--- src/design/ocd_regs.vh ---
`ifndef OCD_REGS_VH
`define OCD_REGS_VH
`define OCD_ERASED_BYTE      8'hFF
`define OCD_B0_WATCHDOG_RESET_ON_HALT      7
`define OCD_B0_WATCHDOG_SOFTWARE_SELECT        6
`define OCD_B0_VD_HI         4
`define OCD_B0_VD_LO         3
`define OCD_B0_READOUT       0
`define OCD_B1_PKG           7
`define OCD_B1_RESET_DELAY_SELECT          6
`define OCD_B1_OSC_HI        5
`define OCD_B1_OSC_LO        4
`define OCD_B1_RANGE_HI      3
`define OCD_B1_RANGE_LO      1
`define OCD_B1_DOUBLER_OFF   0
`define OCD_VD_OFF           2'h3
`define OCD_OSC_RESONATOR    2'h0
`define OCD_OSC_RESERVED     2'h1
`define OCD_OSC_INTERNAL_RC  2'h2
`define OCD_OSC_EXTERNAL     2'h3
`define OCD_RANGE_MEDIUM_PWR 3'h1
`define OCD_DELAY_LONG       13'h1000
`define OCD_DELAY_SHORT      13'h0100
`define OCD_PADS_ALL         8'hFF
`define OCD_PADS_32PIN_A     8'h3F
`define OCD_PADS_32PIN_B     8'h0F
`define OCD_PADS_32PIN_C     8'hFF
`define OCD_PADS_32PIN_D     8'h3F
`endif

--- src/design/ocd_option_decoder.v ---
`timescale 1ns/100ps
`include "ocd_regs.vh"
module ocd_option_decoder #(
   parameter [0:0] MASK_VARIANT = 1'b0,         // 1: values fixed at manufacture
   parameter [7:0] MASK_BYTE0   = 8'hFF,        // hard-wired byte 0
   parameter [7:0] MASK_BYTE1   = 8'hFF         // hard-wired byte 1
) (
   input  wire        CLK,                      // 50 MHz system clock
   input  wire        RST_N,                    // async reset, active low
   input  wire        PROG_MODE,                // programming mode pin level
   input  wire        PROG_WR,                  // write strobe from programmer
   input  wire        PROG_ERASE,               // erase request for option bytes
   input  wire        PROG_SEL,                 // 0 byte zero, 1 byte one
   input  wire [7:0]  PROG_WDATA,               // write data
   output reg  [7:0]  PROG_RDATA,               // read data, zero outside prog mode
   output reg         PROG_BUSY,                // erase in progress
   output reg         MEM_ERASE_REQ,            // wipe user program memory
   input  wire        MEM_ERASE_DONE,           // program memory wipe finished
   output reg         WATCHDOG_RESET_ON_HALT,   // halt while active resets
   output reg         WATCHDOG_SOFTWARE_SELECT, // 1: software enables watchdog
   output reg         VOLTAGE_DETECT_ENABLE,    // both detectors on
   output reg  [1:0]  VOLTAGE_DETECT_THRESHOLD, // 0 high, 1 medium, 2 low
   output reg         READOUT_PROTECTION,       // 1: protection active
   output reg         PACKAGE_SELECT,           // 1: 44 pin bonding
   output reg  [31:0] PAD_PULLUP_FORCE,         // unbonded pads held pull-up inputs
   output reg  [12:0] RESET_DELAY_CYCLES,       // cpu cycles of reset phase
   output reg  [1:0]  CLOCK_SOURCE_TYPE,        // main clock source
   output reg  [2:0]  OSCILLATOR_CURRENT_RANGE, // resonator current range
   output reg         DOUBLER_ENABLE            // clock doubler on
);

   // erase sequencer states
   localparam [1:0] ST_IDLE  = 2'h0;
   localparam [1:0] ST_WIPE  = 2'h1;
   localparam [1:0] ST_CLEAR = 2'h2;

   reg        rst_meta_reg;                     // reset release stage one
   reg        rst_sync_reg;                     // synchronised reset, active low
   reg        mode_meta_reg;                    // programming mode stage one
   reg        mode_reg;                         // programming mode, synchronised
   reg        done_meta_reg;                    // wipe done stage one
   reg        done_reg;                         // wipe done, synchronised
   reg [7:0]  store0_reg;                       // non-volatile byte zero
   reg [7:0]  store1_reg;                       // non-volatile byte one
   reg [1:0]  state_reg;                        // erase sequencer
   reg        loaded_reg;                       // settings captured since reset
   wire [7:0] src0;                             // byte zero source
   wire [7:0] src1;                             // byte one source
   wire [1:0] osc_type;                         // clock source field
   wire       protect_stored;                   // protection in stored byte

   // reset release through two flops
   always @(posedge CLK or negedge RST_N) begin
      if (!RST_N) begin
         rst_meta_reg <= 1'b0;
         rst_sync_reg <= 1'b0;
      end else begin
         rst_meta_reg <= 1'b1;
         rst_sync_reg <= rst_meta_reg;
      end
   end

   // mode pin and wipe-done inputs cross through two flops
   always @(posedge CLK or negedge rst_sync_reg) begin
      if (!rst_sync_reg) begin
         mode_meta_reg <= 1'b0;
         mode_reg      <= 1'b0;
         done_meta_reg <= 1'b0;
         done_reg      <= 1'b0;
      end else begin
         mode_meta_reg <= PROG_MODE;
         mode_reg      <= mode_meta_reg;
         done_meta_reg <= MEM_ERASE_DONE;
         done_reg      <= done_meta_reg;
      end
   end

   // mask variants ignore the storage entirely
   assign src0 = MASK_VARIANT ? MASK_BYTE0 : store0_reg;
   assign src1 = MASK_VARIANT ? MASK_BYTE1 : store1_reg;
   assign protect_stored = ~src0[`OCD_B0_READOUT];

   // option storage: only written in programming mode
   // note: storage model resets to erased; a real cell keeps its value over reset
   always @(posedge CLK or negedge rst_sync_reg) begin
      if (!rst_sync_reg) begin
         store0_reg    <= `OCD_ERASED_BYTE;
         store1_reg    <= `OCD_ERASED_BYTE;
         state_reg     <= ST_IDLE;
         MEM_ERASE_REQ <= 1'b0;
         PROG_BUSY     <= 1'b0;
      end else begin
         case (state_reg)
            ST_IDLE: begin
               if (mode_reg && PROG_ERASE) begin
                  PROG_BUSY <= 1'b1;
                  if (protect_stored) begin
                     // program memory must go before the options
                     MEM_ERASE_REQ <= 1'b1;
                     state_reg     <= ST_WIPE;
                  end else begin
                     state_reg <= ST_CLEAR;
                  end
               end else if (mode_reg && PROG_WR) begin
                  if (PROG_SEL)
                     store1_reg <= PROG_WDATA;
                  else
                     store0_reg <= PROG_WDATA;
               end
            end
            ST_WIPE: begin
               // hold the request until the memory reports done
               if (done_reg) begin
                  MEM_ERASE_REQ <= 1'b0;
                  state_reg     <= ST_CLEAR;
               end
            end
            ST_CLEAR: begin
               store0_reg <= `OCD_ERASED_BYTE;
               store1_reg <= `OCD_ERASED_BYTE;
               PROG_BUSY  <= 1'b0;
               state_reg  <= ST_IDLE;
            end
            default: begin
               state_reg     <= ST_IDLE;
               MEM_ERASE_REQ <= 1'b0;
               PROG_BUSY     <= 1'b0;
            end
         endcase
      end
   end

   // read port, invisible outside programming mode
   always @(posedge CLK or negedge rst_sync_reg) begin
      if (!rst_sync_reg)
         PROG_RDATA <= 8'h00;
      else if (mode_reg)
         PROG_RDATA <= PROG_SEL ? src1 : src0;
      else
         PROG_RDATA <= 8'h00;
   end

   // clock source field of byte one, shared by several decodes
   assign osc_type = src1[`OCD_B1_OSC_HI:`OCD_B1_OSC_LO];

   // next values of the decoded settings; they are worked out all the
   // time from the source bytes but only reach the outputs at capture
   reg        halt_reset_next;                  // watchdog reset on halt
   reg        sw_watchdog_next;                 // software watchdog select
   reg        vd_enable_next;                   // both detectors on
   reg [1:0]  vd_threshold_next;                // detector threshold code
   reg        protect_next;                     // readout protection active
   reg        package_next;                     // 44 pin bonding
   reg [31:0] pullup_next;                      // pads held pull-up inputs
   reg [12:0] delay_next;                       // reset phase length
   reg [1:0]  osc_type_next;                    // main clock source
   reg [2:0]  range_next;                       // oscillator current range
   reg        doubler_next;                     // clock doubler on
   wire [1:0] vd_field;                         // voltage detection field
   wire [2:0] range_field;                      // oscillator range field

   // raw fields picked out of the source bytes
   assign vd_field    = src0[`OCD_B0_VD_HI:`OCD_B0_VD_LO];
   assign range_field = src1[`OCD_B1_RANGE_HI:`OCD_B1_RANGE_LO];

   // watchdog options are single bits, passed as stored
   always @* begin
      // 1: entering halt while the watchdog runs gives a reset
      halt_reset_next  = src0[`OCD_B0_WATCHDOG_RESET_ON_HALT];
      // 0: watchdog always on, 1: left to software
      sw_watchdog_next = src0[`OCD_B0_WATCHDOG_SOFTWARE_SELECT];
   end

   // voltage detectors: one field both enables and picks the level
   always @* begin
      // threshold code is kept even when off, so the setting reads back
      vd_threshold_next = vd_field;
      case (vd_field)
         `OCD_VD_OFF: begin
            // both detectors switched off
            vd_enable_next = 1'b0;
         end
         default: begin
            // highest, medium or lowest threshold, detectors on
            vd_enable_next = 1'b1;
         end
      endcase
   end

   // protection is active low in storage, so an erased part is open
   always @* begin
      protect_next = protect_stored;
   end

   // package bonding variant; only the pad pull-ups depend on it here
   always @* begin
      package_next = src1[`OCD_B1_PKG];
   end

   // pads of each port that the small package leaves without a pin;
   // a set bit in a bonded mask means the pad reaches a pin
   always @* begin
      if (package_next) begin
         // every pad is bonded on the large package
         pullup_next = 32'h0000_0000;
      end else begin
         // unbonded pads are forced to pull-up inputs so they never float
         pullup_next[7:0]   = ~`OCD_PADS_32PIN_A;
         pullup_next[15:8]  = ~`OCD_PADS_32PIN_B;
         pullup_next[23:16] = ~`OCD_PADS_32PIN_C;
         pullup_next[31:24] = ~`OCD_PADS_32PIN_D;
      end
   end

   // reset phase length, also applied on exit from halt
   always @* begin
      if (src1[`OCD_B1_RESET_DELAY_SELECT])
         delay_next = `OCD_DELAY_SHORT;
      else
         delay_next = `OCD_DELAY_LONG;
   end

   // main clock source and the oscillator current range that goes with it
   always @* begin
      // the source code itself is passed on unchanged
      osc_type_next = osc_type;
      case (osc_type)
         `OCD_OSC_RESONATOR: begin
            // resonator: the field sets the current source
            range_next = range_field;
         end
         `OCD_OSC_INTERNAL_RC: begin
            // the rc oscillator ignores the range; passing the field keeps
            // the logic small at the cost of a meaningless value here
            range_next = range_field;
         end
         `OCD_OSC_EXTERNAL: begin
            // external source: forced to medium power
            range_next = `OCD_RANGE_MEDIUM_PWR;
         end
         default: begin
            // reserved code: nothing is forced, the field stands
            range_next = range_field;
         end
      endcase
   end

   // clock doubler bit is active low in storage
   always @* begin
      // a programmer must pair it with the medium power range only
      doubler_next = ~src1[`OCD_B1_DOUBLER_OFF];
   end

   // settings captured once after reset then frozen, so later
   // programming never disturbs a running part
   // limitation: new byte values take effect only after the next reset
   always @(posedge CLK or negedge rst_sync_reg) begin
      if (!rst_sync_reg) begin
         // while in reset the outputs show what an erased part decodes to
         loaded_reg               <= 1'b0;
         WATCHDOG_RESET_ON_HALT   <= 1'b1;
         WATCHDOG_SOFTWARE_SELECT <= 1'b1;
         VOLTAGE_DETECT_ENABLE    <= 1'b0;
         VOLTAGE_DETECT_THRESHOLD <= `OCD_VD_OFF;
         READOUT_PROTECTION       <= 1'b0;
         PACKAGE_SELECT           <= 1'b1;
         PAD_PULLUP_FORCE         <= 32'h0000_0000;
         RESET_DELAY_CYCLES       <= `OCD_DELAY_SHORT;
         CLOCK_SOURCE_TYPE        <= `OCD_OSC_EXTERNAL;
         OSCILLATOR_CURRENT_RANGE <= `OCD_RANGE_MEDIUM_PWR;
         DOUBLER_ENABLE           <= 1'b0;
      end else if (!loaded_reg) begin
         // first edge out of reset: take every setting at once
         loaded_reg               <= 1'b1;
         WATCHDOG_RESET_ON_HALT   <= halt_reset_next;
         WATCHDOG_SOFTWARE_SELECT <= sw_watchdog_next;
         VOLTAGE_DETECT_ENABLE    <= vd_enable_next;
         VOLTAGE_DETECT_THRESHOLD <= vd_threshold_next;
         READOUT_PROTECTION       <= protect_next;
         PACKAGE_SELECT           <= package_next;
         PAD_PULLUP_FORCE         <= pullup_next;
         RESET_DELAY_CYCLES       <= delay_next;
         CLOCK_SOURCE_TYPE        <= osc_type_next;
         OSCILLATOR_CURRENT_RANGE <= range_next;
         DOUBLER_ENABLE           <= doubler_next;
      end
      // after capture nothing changes until the next reset
   end

endmodule // ocd_option_decoder

--- config.mk ---
export PLATFORM = sky130hd
export DESIGN_NAME = ocd_option_decoder
export DESIGN_NICKNAME = d
export VERILOG_FILES = /design/src/design/ocd_option_decoder.v
export VERILOG_INCLUDE_DIRS = /design/src /design/src/design
export SDC_FILE = /design/constraint.sdc
export NUM_CORES = 1
export LEC_CHECK = 0
export ABC_AREA = 1
export ABC_CLOCK_PERIOD_IN_PS = 1400
export BUFFER_PORTS_ARGS = -buffer_cell sky130_fd_sc_hd__buf_2
export CAP_MARGIN = 20
export CORE_MARGIN = 5
export CORE_UTILIZATION = 47
export CTS_BUF_LIST = sky130_fd_sc_hd__clkbuf_8
export DETAILED_ROUTE_END_ITERATION = 12
export PLACE_DENSITY = 0.87
export SYNTH_ARGS = -nofsm -noshare
export SYNTH_HDL_FRONTEND = slang
export SYNTH_SLANG_ARGS = --single-unit
--- constraint.sdc ---
create_clock -name CLK -period 1.4 [get_ports CLK]
set_input_delay 0.07 -clock CLK [delete_from_list [all_inputs] [get_ports CLK]]
set_output_delay 0.07 -clock CLK [all_outputs]
set_load 0.02 [all_outputs]
# --- Word-level counts from Yosys, hierarchy flattened ---
# Cells that the tools add are included.
totals:
  register_bits: 93
  inputBits: 15
  output_inout_bits: 68
  wordCells: 72
op_classes:
  eq_ne: 11
  muxes: 24
  n_bitwise: 4
  n_reduce_logical: 9
op_table:
  columns: ["cell", "n"]
  rows:
  - ["$mux W8", 8]
  - ["$mux W32", 1]
  - ["$pmux W8 S2", 2]
  - ["$ne A2 B2 Y1 const B", 7]
  - ["$mux W13", 1]
  - ["$reduce_and A4 Y1", 3]
  - ["$eq A2 B2 Y1 const B", 3]
  - ["$mux W2", 3]
  - ["$mux W1", 5]
  - ["$not A1 Y1", 4]
  - ["$pmux W2 S2", 1]
  - ["$reduce_and A2 Y1", 2]
  - ["$mux W3", 1]
  - ["$pmux W1 S3", 1]
  - ["$eq A2 B1 Y1 const B", 1]
  - ["$logic_and A1 B1 Y1", 2]
  - ["$logic_not A2 Y1", 1]
  - ["$pmux W1 S2", 1]
  - ["$reduce_bool A2 Y1", 1]

# --- Longest topological paths before layout ---
# Gate-level depths: netlist (run 1).
logic_depth:
  depth_word: 4
  ltp_mapped: 6
  ltp_nobuf: 6

# --- Worst setup path after synthesis (run 1) ---
# OpenSTA, ideal clock, no wires.
synth_path:
  path_kind: "register to register"
  start: "reg mode_reg"
  end: "reg store1_reg[0] (netlist: src1[0])"
  t_arrival_ps: 970
  slack_ps: 369
  path_stages_with_launch: 7
  cell_sequence: "dfrtp_1 -> buf_2 -> nand2_4 -> nand3_4 -> nand2_2 -> nand2_1 -> nand2_1"
synth_between:
  elab_chain_cells: 3
  elab_cells_between_ends: 5
  classes_between: "eq/ne: 2; reduce/logical: 3"
synth_lines:
  columns: ["element", "line", "text"]
  rows:
  - ["from (decl)", "ocd_option_decoder.v:40", "reg mode_reg;"]
  - ["from (signal assigned)", "ocd_option_decoder.v:72", "mode_reg <= mode_meta_reg;"]
  - ["$logic_and A1 B1 Y1, on equally long branches", "ocd_option_decoder.v:104, ocd_option_decoder.v:95", null]
  - ["$ne A2 B2 Y1 (no line)", null, null]
  - ["$reduce_and A4 Y1 (no line) *", null, null]
  - ["to (signal assigned)", "ocd_option_decoder.v:88", "store1_reg <= `OCD_ERASED_BYTE;"]
  - ["to (signal assigned)", "ocd_option_decoder.v:120", "store1_reg <= `OCD_ERASED_BYTE;"]
  - ["to (decl)", "ocd_option_decoder.v:44", "reg [7:0] store1_reg;"]
# Mark *: on every way between the ends. The rest lies on a longest branch, timed or not.
# A chain may end at the register's enable or synchronous reset.

# --- Final worst setup path (run 1) ---
layout_path:
  start: "reg mode_reg"
  end: "reg store1_reg[4] (netlist: src1[4])"
# The elaborated chain is that of the path after synthesis.

==> metrics.txt, run 1 <==
# TYPE chip_impl_metric gauge
chip_impl_metric{name="detail_route.vias_per_cell",unit=""} 4.37
chip_impl_metric{name="clock_insertion_delay_worst_skew",unit="ns"} 0.31
chip_impl_metric{name="hold_viol",unit=""} 0
chip_impl_metric{name="ys_warn_count",unit=""} 0
chip_impl_info{name="critical_path_class",value="register to register"} 1
chip_impl_info{name="status",value="finished, final reports clean"} 1
chip_impl_metric{name="syn_inst",unit=""} 257
chip_impl_metric{name="crit_path_max_fanout",unit=""} 10
chip_impl_metric{name="die-height",unit="um"} 81.4
chip_impl_metric{name="synth_xor_xnor_area_share",unit="%"} 0
chip_impl_metric{name="ioPinCount",unit=""} 83
chip_impl_metric{name="finalSetupViolCount",unit=""} 0
chip_impl_info{name="clock-root-buffer",value="sky130_fd_sc_hd__clkbuf_8"} 1
chip_impl_metric{name="post_synth_and_or_nand_nor_area_fraction",unit="%"} 20.3
chip_impl_info{name="worst_setup_path_startpoint",value="mode_reg"} 1
chip_impl_metric{name="layout-drive-gt1-share",unit="%"} 32.1
chip_impl_metric{name="routed_wl",unit="mm"} 4.39
chip_impl_metric{name="cts.htree.levels",unit=""} 2
chip_impl_metric{name="async_flop_share",unit="%"} 100
chip_impl_metric{name="grt_max_degree",unit=""} 50
chip_impl_metric{name="final_wtd_congestion",unit=""} 0.845
chip_impl_metric{name="iter_0_drt_violations",unit=""} 131
chip_impl_metric{name="grtUsageTotal",unit="%"} 13.9
chip_impl_info{name="timing.critical_path.from_type",value="register"} 1
chip_impl_metric{name="clock_buffer_count_from_cts",unit=""} 5
chip_impl_metric{name="detailedPlacementHpwl",unit="mm"} 3.32
chip_impl_metric{name="crit_arrival",unit="ns"} 1.49
chip_impl_metric{name="diodes",unit=""} 0
chip_impl_metric{name="placed_cell_area",unit="sq um"} 2520
chip_impl_metric{name="timing.final.crit_share",unit="%"} 88.4
chip_impl_metric{name="critPathRequiredTime",unit="ns"} 1.66
chip_impl_metric{name="first_global_vias",unit=""} 1479
chip_impl_info{name="synth_top_family_by_area",value="simple AND/OR/NAND/NOR gates"} 1
chip_impl_info{name="tritoncts_clock_tree",value="yes"} 1
chip_impl_metric{name="clock_skew",unit="ns"} 0.00412
chip_impl_metric{name="grt_pass1_wl",unit="mm"} 7.00
chip_impl_metric{name="m1WireLength",unit="mm"} 1.89
chip_impl_metric{name="route.met3.wl",unit="um"} 372
chip_impl_metric{name="max_cap_violations",unit=""} 0
chip_impl_metric{name="stdcell_area",unit="sq um"} 2660
chip_impl_info{name="timing.critical_path.to_type",value="register"} 1
chip_impl_metric{name="synth.ff_latch_count",unit=""} 51
chip_impl_metric{name="path_clk_slew",unit="ns"} 0.09
chip_impl_metric{name="die-area",unit="sq um"} 6620
chip_impl_info{name="rsz_0062_raised_after_global_routing",value="no"} 1
chip_impl_metric{name="grt_antenna_before_repair",unit=""} 0
chip_impl_metric{name="fin_setup_tns",unit="ns"} 0
chip_impl_info{name="critical_path.cell_chain",value="buf_4, nand2_4, nand3_4, nand2_2, nand2_1, nand2_1"} 1
chip_impl_metric{name="floorplan_core_area",unit="sq um"} 5040
chip_impl_metric{name="p_leak",unit="nW"} 1.41
chip_impl_metric{name="r2r_setup_slack",unit="ns"} 0.16
chip_impl_metric{name="die_w",unit="um"} 81.4
chip_impl_info{name="ys.flop_type",value="sky130_fd_sc_hd__dfrtp_1"} 1
chip_impl_info{name="most-common-layout-cells",value="66 x sky130_fd_sc_hd__nand2_1, 47 x sky130_fd_sc_hd__buf_2, 37 x sky130_fd_sc_hd__conb_1, 25 x sky130_fd_sc_hd__dfstp_2, 25 x sky130_fd_sc_hd__dfrtp_1"} 1
chip_impl_metric{name="netlist-cell-type-count",unit=""} 23
chip_impl_metric{name="report.final.slew_viol_count",unit=""} 0
chip_impl_info{name="crit_path_frequent_cell",value="sky130_fd_sc_hd__nand2_1"} 1
chip_impl_metric{name="cpPeakStageDelay",unit="ns"} 0.40
chip_impl_metric{name="syn-cell-area",unit="sq um"} 2390
chip_impl_metric{name="synth-edff-count",unit=""} 0
chip_impl_metric{name="postRouteAntennaNets",unit=""} 0
chip_impl_metric{name="cts.path.max_buffers",unit=""} 2
chip_impl_info{name="hold_class",value="input pin to async pin"} 1
chip_impl_metric{name="worst_ir_drop_vdd",unit="mV"} 0.700
chip_impl_info{name="reg2reg_to",value="src1[4]"} 1
chip_impl_metric{name="initial_core_util",unit="%"} 47.5
chip_impl_metric{name="fmax",unit="GHz"} 0.808
chip_impl_metric{name="first_pass_iters",unit=""} 4
chip_impl_info{name="worstReg2RegStart",value="mode_reg"} 1
chip_impl_metric{name="gr-total-overflow",unit=""} 0
chip_impl_metric{name="port_buffers",unit=""} 47
chip_impl_metric{name="power_density",unit="nW/um^2"} 2050
chip_impl_metric{name="drt-wirelength-per-cell",unit="um"} 11.7
chip_impl_metric{name="synth_compound_area_share",unit="%"} 6.22
chip_impl_metric{name="wl_met2",unit="mm"} 2.02
chip_impl_info{name="most_common_cell_after_layout_fill_and_taps_aside",value="sky130_fd_sc_hd__nand2_1"} 1
chip_impl_metric{name="synth_fa_ha_area_share",unit="%"} 0
chip_impl_metric{name="core.rowCount",unit=""} 26
chip_impl_metric{name="vias",unit=""} 1637
chip_impl_metric{name="synth_mux_area_share",unit="%"} 0
chip_impl_info{name="highest_layer",value="met4"} 1
chip_impl_metric{name="fin_nets",unit=""} 319
chip_impl_metric{name="route.detailed.drc",unit=""} 0
chip_impl_metric{name="clock-sinks",unit=""} 51
chip_impl_metric{name="worstRegToRegCells",unit=""} 6
chip_impl_metric{name="synth-seq-area-share",unit="%"} 54.6
chip_impl_metric{name="area_growth",unit="%"} 11.0
chip_impl_metric{name="finalWorstPathRequiredPeriod",unit="ns"} 1.24
chip_impl_metric{name="post_synth.cell_area_avg",unit="sq um"} 9.31
chip_impl_info{name="timing.critical_path.slowest_stage_cell",value="sky130_fd_sc_hd__dfrtp_1"} 1
kinds of logic (layout without fill, tap and decap cells):
logic type | after synthesis | in the layout
and+or+nand+nor | 105 | 105
buffers and inverters | 70 | 83
DFF | 51 | 51
AOI/OAI and AO/OA | 29 | 29
other | 2 | 37
power by group:
| group | internal, mW | leakage (nW) | switching (mW) | total, mW |
|---|---|---|---|---|
| registers | 2.24 | 0.580 | 0.355 | 2.60 |
| logic | 0.620 | 0.783 | 1.29 | 1.91 |
| clock network | 0.450 | 0.0505 | 0.479 | 0.929 |
| total | 3.31 | 1.41 | 2.12 | 5.43 |
routing by layer:
| layer | GRT usage, % | vias up |
|---|---|---|
| li1 | - | 820 |
| met1 | 18.0 | 742 |
| met2 | 21.7 | 68 |
| met3 | 2.77 | 7 |
| met4 | 7.94 | 0 |
| met5 | 0 | - |
Yosys cell counts (3+ instances only):
| cell type | instances | area, sq um |
|---|---|---|
| sky130_fd_sc_hd__a21oi_1 | 7 | 35.0 |
| sky130_fd_sc_hd__buf_2 | 4 | 20.0 |
| sky130_fd_sc_hd__buf_4 | 42 | 315 |
| sky130_fd_sc_hd__dfrtp_1 | 26 | 651 |
| sky130_fd_sc_hd__dfstp_2 | 25 | 657 |
| sky130_fd_sc_hd__inv_1 | 17 | 63.8 |
| sky130_fd_sc_hd__inv_2 | 3 | 11.3 |
| sky130_fd_sc_hd__nand2_1 | 66 | 248 |
| sky130_fd_sc_hd__nand2_2 | 5 | 31.3 |
| sky130_fd_sc_hd__nand2_4 | 3 | 33.8 |
| sky130_fd_sc_hd__nand3_1 | 19 | 95.1 |
| sky130_fd_sc_hd__nor2_1 | 8 | 30.0 |
| sky130_fd_sc_hd__o21ai_0 | 6 | 30.0 |
| sky130_fd_sc_hd__o21ai_1 | 14 | 70.1 |
worst max-delay path by stage:
| stage | cells past startpoint | end | slack (ns) |
|---|---|---|---|
| 3_3_place_gp | 6 | src1[0] | 0.23 |
| 2_1_floorplan | 6 | src1[0] | 0.37 |
| 6_report | 6 | src1[4] | 0.16 |
| 3_5_place_dp | 5 | src1[0] | 0.17 |
| 4_1_cts | 5 | src1[0] | 0.16 |
| 5_1_grt | 5 | src1[3] | 0.04 |
timing repair:
item	4_1_cts	5_1_grt
setup endpoints to repair	0	0
resized for setup	0	0
hold buffers	3	0
setup buffers	0	0
endpoints found under the hold margin	4	0
worst max-delay path, delay by kind of cell, from the launching register on:
kind | cells | cell delay [ns]
DFF | 1 | 0.40
and+or+nand+nor | 5 | 0.60
buffers and inverters | 1 | 0.18
through the flow:
step	hold WS [ns]	setup slack, ns	total power [mW]	util, %	cells
after floorplan	-0.226	0.369	4.14	-	292
after global placement	-0.145	0.229	4.47	50.0	364
after detailed placement	-0.141	0.168	4.55	50.0	364
after CTS	0.0551	0.157	5.47	52.7	375
after global routing	0.0669	0.0359	5.82	52.7	375
final	0.0607	0.162	5.43	52.7	375
cell type report:
class	count	area (sq um)
Clock buffer	7	96.3
Clock inverter	1	7.51
Fill cell	477	2390
Inverter	22	82.6
Multi-Input combinational cell	171	773
Sequential cell	51	1310
Tap cell	70	87.6
Timing Repair Buffer	53	300
No activity file was read; power rests on OpenSTA's default activity.
==> inputs of run 2 (changes only) <==
CELL_PAD_IN_SITES_DETAIL_PLACEMENT = 1   (was default)
CELL_PAD_IN_SITES_GLOBAL_PLACEMENT = 1   (was default)
CORE_UTILIZATION = 34   (was 47)
PLACE_DENSITY = 0.85   (was 0.87)
SLEW_MARGIN = 20   (was default)
==> run 2 against run 1 <==
  * Clock power is 1% higher
  * Design area grew 1.2%
  * Sequential share of layout area is 0.60 points lower
  * Core utilization down 13 points
  * Maximum frequency down 0.31%
  * Via count rose by 2.6%
  * Critical path depth fell by 1
  * Critical path type unchanged
  * Critical endpoint is now src1[1]
  * Largest cell class unchanged
==> metrics.txt, run 2 (synthesized netlist as in run 1, its figures left out) <==
# TYPE chip_impl_metric gauge
chip_impl_info{name="status",value="finished, final reports clean"} 1
chip_impl_metric{name="routed_wl",unit="mm"} 5.43
chip_impl_metric{name="die_w",unit="um"} 93.9
chip_impl_metric{name="critPathRequiredTime",unit="ns"} 1.64
chip_impl_info{name="timing.critical_path.from_type",value="register"} 1
chip_impl_metric{name="diodes",unit=""} 0
chip_impl_info{name="most-common-layout-cells",value="66 x sky130_fd_sc_hd__nand2_1, 47 x sky130_fd_sc_hd__buf_2, 37 x sky130_fd_sc_hd__conb_1, 25 x sky130_fd_sc_hd__dfstp_2, 25 x sky130_fd_sc_hd__dfrtp_1"} 1
chip_impl_metric{name="pre_cts_slack",unit="ns"} 0.179
chip_impl_metric{name="fmax",unit="GHz"} 0.806
chip_impl_metric{name="intPower",unit="mW"} 3.31
chip_impl_metric{name="postRouteAntennaNets",unit=""} 0
chip_impl_metric{name="fin_setup_tns",unit="ns"} 0
chip_impl_metric{name="core.rowCount",unit=""} 30
chip_impl_metric{name="report.final.slew_viol_count",unit=""} 0
chip_impl_metric{name="detail_route.vias_per_cell",unit=""} 4.19
chip_impl_metric{name="path_clk_slew",unit="ns"} 0.09
chip_impl_metric{name="die-height",unit="um"} 93.9
chip_impl_metric{name="die-area",unit="sq um"} 8820
chip_impl_metric{name="final_wtd_congestion",unit=""} 0.787
chip_impl_metric{name="finalSetupViolCount",unit=""} 0
chip_impl_metric{name="fin_nets",unit=""} 319
chip_impl_metric{name="p_leak",unit="nW"} 1.41
chip_impl_metric{name="hold_viol",unit=""} 0
chip_impl_metric{name="cts.repair_timing.setup_buffer_count",unit=""} 0
chip_impl_metric{name="ctsResizeCount",unit=""} 0
chip_impl_metric{name="grt_max_degree",unit=""} 50
chip_impl_metric{name="grt_pass1_wl",unit="mm"} 8.89
chip_impl_metric{name="area_growth",unit="%"} 12.3
chip_impl_metric{name="finalWorstPathRequiredPeriod",unit="ns"} 1.24
chip_impl_metric{name="crit_path_max_fanout",unit=""} 26
chip_impl_metric{name="drt-wirelength-per-cell",unit="um"} 13.5
chip_impl_metric{name="holdBufCountCts",unit=""} 3
chip_impl_info{name="timing.critical_path.to_type",value="register"} 1
chip_impl_metric{name="whs",unit="ns"} 0.0661
chip_impl_metric{name="clock_insertion_delay_worst_skew",unit="ns"} 0.31
chip_impl_metric{name="cts.htree.levels",unit=""} 2
chip_impl_metric{name="vias",unit=""} 1680
chip_impl_metric{name="initial_core_util",unit="%"} 35.0
chip_impl_metric{name="ioPinCount",unit=""} 83
chip_impl_metric{name="gr-total-overflow",unit=""} 0
chip_impl_metric{name="iter_0_drt_violations",unit=""} 80
chip_impl_metric{name="power.switching",unit="mW"} 2.22
chip_impl_metric{name="clock_power_share",unit="%"} 16.9
chip_impl_metric{name="port_buffers",unit=""} 47
chip_impl_metric{name="stdcell_area",unit="sq um"} 2690
chip_impl_metric{name="grtUsageTotal",unit="%"} 12.9
chip_impl_metric{name="power.switching_fraction",unit="%"} 40.1
chip_impl_info{name="hold_class",value="input pin to async pin"} 1
chip_impl_metric{name="floorplan_core_area",unit="sq um"} 6830
chip_impl_metric{name="placed_cell_area",unit="sq um"} 2550
chip_impl_metric{name="route.detailed.drc",unit=""} 0
chip_impl_metric{name="first_global_vias",unit=""} 1803
chip_impl_metric{name="worst_ir_drop_vdd",unit="mV"} 0.585
chip_impl_info{name="critical_path_class",value="register to register"} 1
chip_impl_metric{name="p_seq_share",unit="%"} 47.6
chip_impl_info{name="most_common_cell_after_layout_fill_and_taps_aside",value="sky130_fd_sc_hd__nand2_1"} 1
chip_impl_metric{name="combinational_share_of_power",unit="%"} 35.4
chip_impl_metric{name="first_pass_iters",unit=""} 4
chip_impl_metric{name="cts.path.max_buffers",unit=""} 2
chip_impl_metric{name="clock_skew",unit="ns"} 0.0125
chip_impl_info{name="rsz_0062_raised_after_global_routing",value="no"} 1
chip_impl_metric{name="clock_buffer_count_from_cts",unit=""} 5
chip_impl_info{name="clock-root-buffer",value="sky130_fd_sc_hd__clkbuf_8"} 1
chip_impl_metric{name="clock-sinks",unit=""} 51
chip_impl_metric{name="timing.final.crit_share",unit="%"} 88.7
chip_impl_metric{name="crit_arrival",unit="ns"} 1.48
chip_impl_metric{name="grt_antenna_before_repair",unit=""} 0
chip_impl_metric{name="max_cap_violations",unit=""} 0
chip_impl_metric{name="postLayoutSetupSlackWorst",unit="ns"} 0.159
chip_impl_metric{name="detailedPlacementHpwl",unit="mm"} 4.11
chip_impl_metric{name="layout-drive-gt1-share",unit="%"} 32.1
chip_impl_metric{name="power_density",unit="nW/um^2"} 2060
chip_impl_info{name="tritoncts_clock_tree",value="yes"} 1
-- run 2: power groups by stage --
stage          Combinational (mW)  Sequential [mW]  Clock [mW]
6_report                     1.96             2.64       0.938
5_1_grt                      2.17             2.72        1.02
4_1_cts                      1.99             2.65       0.960
3_5_place_dp                 1.97             2.67           0
3_3_place_gp                 1.88             2.63           0
2_1_floorplan                1.22             2.92           0
-- run 2: worst paths after layout --
path,startpoint,endpoint,slack (ns),depth (start not counted)
worst min register to register,rst_sync_reg,mode_reg,0.25,1
worst max-delay path,state_reg[0],src1[1],0.16,5
max in group asynchronous,rst_sync_reg,WATCHDOG_SOFTWARE_SELECT,0.87,1
min in group CLK,PROG_WDATA[5],src0[5],0.07,5
worst min-delay path,RST_N,rst_sync_reg,0.07,2
worst max register to register,state_reg[0],src1[1],0.16,5
-- run 2: layer usage --
metal | vias to the layer above | GRT usage, % | wire [um]
met3 | 6 | 3.04 | 399
met2 | 61 | 23.1 | 2720
li1 | 816 | - | -
met4 | 0 | 5.42 | 97
met1 | 797 | 14.6 | 2220
met5 | - | 0 | 0
-- run 2: through the flow --
step	power (mW)	std cells	util, %
floorplan	4.14	292	-
global placement	4.50	390	37.4
detailed placement	4.64	390	37.4
CTS	5.60	401	39.4
global route	5.91	401	39.4
finish	5.53	401	39.4
-- run 2: cell type report --
class | count | area [sq um]
fillers | 841 | 4140
multi-input cells | 171 | 773
flip-flops and latches | 51 | 1310
inverters | 22 | 82.6
clock buffers | 7 | 96.3
well taps | 96 | 120
clock inverters | 1 | 7.51
repair buffers | 53 | 300
-- run 2: critical path, cell delays in order, from the launching register on --
cell and delay [ns]:
sky130_fd_sc_hd__dfrtp_1 0.48, sky130_fd_sc_hd__inv_2 0.09, sky130_fd_sc_hd__nand2_4 0.26, sky130_fd_sc_hd__nand2_2 0.17, sky130_fd_sc_hd__nand2_1 0.10, sky130_fd_sc_hd__nand2_1 0.07
==> inputs of run 3 (changes only) <==
ABC_CLOCK_PERIOD_IN_PS = default   (was 1400)
MAX_ROUTING_LAYER = met4   (was default)
==> run 3 against run 2 <==
  * Clock power hardly changed
  * Design area stayed put
  * Largest power group unchanged
  * Critical endpoint unchanged
  * Combinational power hardly changed
  * Via count stayed put
  * Clock skew hardly changed
  * Critical path type unchanged
  * Register-to-register slack hardly changed
==> metrics.txt, run 3 (synthesized netlist as in run 1, its figures left out) <==
# TYPE chip_impl_metric gauge
chip_impl_info{name="status",value="finished, final reports clean"} 1
chip_impl_metric{name="grt_pass1_wl",unit="mm"} 8.89
chip_impl_info{name="most-common-layout-cells",value="66 x sky130_fd_sc_hd__nand2_1, 47 x sky130_fd_sc_hd__buf_2, 37 x sky130_fd_sc_hd__conb_1, 25 x sky130_fd_sc_hd__dfstp_2, 25 x sky130_fd_sc_hd__dfrtp_1"} 1
chip_impl_metric{name="first_global_vias",unit=""} 1809
chip_impl_metric{name="r2r_setup_slack",unit="ns"} 0.16
chip_impl_metric{name="clock-sinks",unit=""} 51
chip_impl_metric{name="combinational_share_of_power",unit="%"} 35.4
chip_impl_metric{name="first_pass_iters",unit=""} 4
chip_impl_metric{name="routed_wl",unit="mm"} 5.42
chip_impl_metric{name="grt_max_degree",unit=""} 50
chip_impl_metric{name="post-route-util",unit="%"} 39.4
chip_impl_metric{name="report.final.slew_viol_count",unit=""} 0
chip_impl_metric{name="postLayoutSetupSlackWorst",unit="ns"} 0.159
chip_impl_metric{name="crit_arrival",unit="ns"} 1.48
chip_impl_metric{name="clock_buffer_count_from_cts",unit=""} 5
chip_impl_metric{name="critPathRequiredTime",unit="ns"} 1.64
chip_impl_metric{name="port_buffers",unit=""} 47
chip_impl_metric{name="ctsResizeCount",unit=""} 0
chip_impl_metric{name="holdBufCountCts",unit=""} 3
chip_impl_metric{name="gr-total-overflow",unit=""} 0
chip_impl_info{name="hold_class",value="input pin to async pin"} 1
chip_impl_metric{name="pre_cts_slack",unit="ns"} 0.179
chip_impl_metric{name="worstRegToRegCells",unit=""} 5
chip_impl_metric{name="drt-wirelength-per-cell",unit="um"} 13.5
chip_impl_metric{name="placed_cell_area",unit="sq um"} 2550
chip_impl_metric{name="final_wtd_congestion",unit=""} 0.798
chip_impl_metric{name="cts.repair_timing.setup_buffer_count",unit=""} 0
chip_impl_metric{name="core.rowCount",unit=""} 30
chip_impl_metric{name="timing.final.crit_share",unit="%"} 88.6
chip_impl_metric{name="finalSetupViolCount",unit=""} 0
chip_impl_metric{name="stdcell_area",unit="sq um"} 2690
chip_impl_metric{name="power.switching",unit="mW"} 2.22
chip_impl_metric{name="p_leak",unit="nW"} 1.41
chip_impl_metric{name="clock_insertion_delay_worst_skew",unit="ns"} 0.31
chip_impl_metric{name="p_seq_share",unit="%"} 47.6
chip_impl_metric{name="fmax",unit="GHz"} 0.806
chip_impl_metric{name="cts.path.max_buffers",unit=""} 2
chip_impl_metric{name="grtUsageTotal",unit="%"} 13.3
chip_impl_metric{name="path_clk_slew",unit="ns"} 0.09
chip_impl_metric{name="power_density",unit="nW/um^2"} 2060
chip_impl_metric{name="power.switching_fraction",unit="%"} 40.1
chip_impl_metric{name="fillers",unit=""} 841
chip_impl_metric{name="detail_route.vias_per_cell",unit=""} 4.19
chip_impl_metric{name="route.detailed.drc",unit=""} 0
chip_impl_info{name="tritoncts_clock_tree",value="yes"} 1
chip_impl_metric{name="ioPinCount",unit=""} 83
chip_impl_metric{name="clock_skew",unit="ns"} 0.0125
chip_impl_metric{name="postRouteAntennaNets",unit=""} 0
chip_impl_metric{name="detailedPlacementHpwl",unit="mm"} 4.11
chip_impl_metric{name="crit_path_max_fanout",unit=""} 26
chip_impl_metric{name="area_growth",unit="%"} 12.3
chip_impl_info{name="timing.critical_path.from_type",value="register"} 1
chip_impl_info{name="worstReg2RegStart",value="state_reg[0]"} 1
chip_impl_metric{name="die_w",unit="um"} 93.9
chip_impl_metric{name="worst_ir_drop_vdd",unit="mV"} 0.585
chip_impl_metric{name="intPower",unit="mW"} 3.31
chip_impl_metric{name="diodes",unit=""} 0
chip_impl_info{name="most_common_cell_after_layout_fill_and_taps_aside",value="sky130_fd_sc_hd__nand2_1"} 1
chip_impl_metric{name="hold_viol",unit=""} 0
chip_impl_info{name="critical_path_class",value="register to register"} 1
chip_impl_info{name="rsz_0062_raised_after_global_routing",value="no"} 1
chip_impl_metric{name="fin_nets",unit=""} 319
chip_impl_metric{name="iter_0_drt_violations",unit=""} 80
chip_impl_metric{name="cts.htree.levels",unit=""} 2
chip_impl_metric{name="finalWorstPathRequiredPeriod",unit="ns"} 1.24
chip_impl_metric{name="floorplan_core_area",unit="sq um"} 6830
chip_impl_metric{name="initial_core_util",unit="%"} 35.0
chip_impl_info{name="crit_end",value="src1[1]"} 1
chip_impl_metric{name="fin_setup_tns",unit="ns"} 0
chip_impl_metric{name="die-area",unit="sq um"} 8820
chip_impl_metric{name="max_cap_violations",unit=""} 0
chip_impl_metric{name="grt_antenna_before_repair",unit=""} 0
chip_impl_metric{name="clock_power_share",unit="%"} 16.9
chip_impl_info{name="timing.critical_path.to_type",value="register"} 1
chip_impl_info{name="reg2reg_to",value="src1[1]"} 1
chip_impl_metric{name="layout-drive-gt1-share",unit="%"} 32.1
chip_impl_metric{name="vias",unit=""} 1680
chip_impl_metric{name="whs",unit="ns"} 0.0661
chip_impl_info{name="worst_setup_path_startpoint",value="state_reg[0]"} 1
chip_impl_metric{name="die-height",unit="um"} 93.9
chip_impl_info{name="clock-root-buffer",value="sky130_fd_sc_hd__clkbuf_8"} 1
[run 3: cell counts in the layout (fill, tap and decap cells not counted)]
No cell type changed its count.
[run 3: final cells by class]
class | count | area, sq um | share of cell area [%]
inverter | 22 | 82.6 | 3.07
timing repair buffer | 53 | 300 | 11.2
sequential | 51 | 1310 | 48.7
clock buffer | 7 | 96.3 | 3.58
clock inverter | 1 | 7.51 | 0.279
tap | 96 | 120 | 4.47
multi-input combinational | 171 | 773 | 28.8
[run 3: how the worst min path moves through the flow]
stage          slack [ns]   from            to  depth (start not counted)
2_1_floorplan       -0.23  RST_N  rst_meta_reg                          0
3_3_place_gp        -0.15  RST_N  rst_meta_reg                          1
3_5_place_dp        -0.14  RST_N  rst_meta_reg                          1
4_1_cts              0.07  RST_N  rst_sync_reg                          2
5_1_grt              0.07  RST_N  rst_sync_reg                          2
6_report             0.07  RST_N  rst_sync_reg                          2
[run 3: per-layer routing]
layer  GRT usage [%]  vias up  part of all wire [%]
met5               -        -                     0
met3            2.56        6                   6.5
met1            14.9      799                    42
met4            5.42        0                   1.8
li1                -      817                     -
met2            23.1       58                    50
[run 3: stage by stage]
| step | power [mW] | instances |
|---|---|---|
| floorplan | 4.14 | 292 |
| global placement | 4.50 | 390 |
| detailed placement | 4.64 | 390 |
| CTS | 5.60 | 401 |
| global route | 5.91 | 401 |
| finish | 5.53 | 401 |
[run 3: power by group through the flow]
| stage | sequential, mW | clock [mW] | combinational [mW] |
|---|---|---|---|
| after floorplan | 2.92 | 0 | 1.22 |
| after global placement | 2.63 | 0 | 1.88 |
| after detailed placement | 2.67 | 0 | 1.97 |
| after CTS | 2.65 | 0.960 | 1.99 |
| after global routing | 2.72 | 1.02 | 2.17 |
| final | 2.64 | 0.938 | 1.96 |
[run 3: critical path: stages (launching register included)]
cell                      delay [ns]
sky130_fd_sc_hd__dfrtp_1        0.48
sky130_fd_sc_hd__inv_2          0.09
sky130_fd_sc_hd__nand2_4        0.26
sky130_fd_sc_hd__nand2_2        0.17
sky130_fd_sc_hd__nand2_1        0.10
sky130_fd_sc_hd__nand2_1        0.07
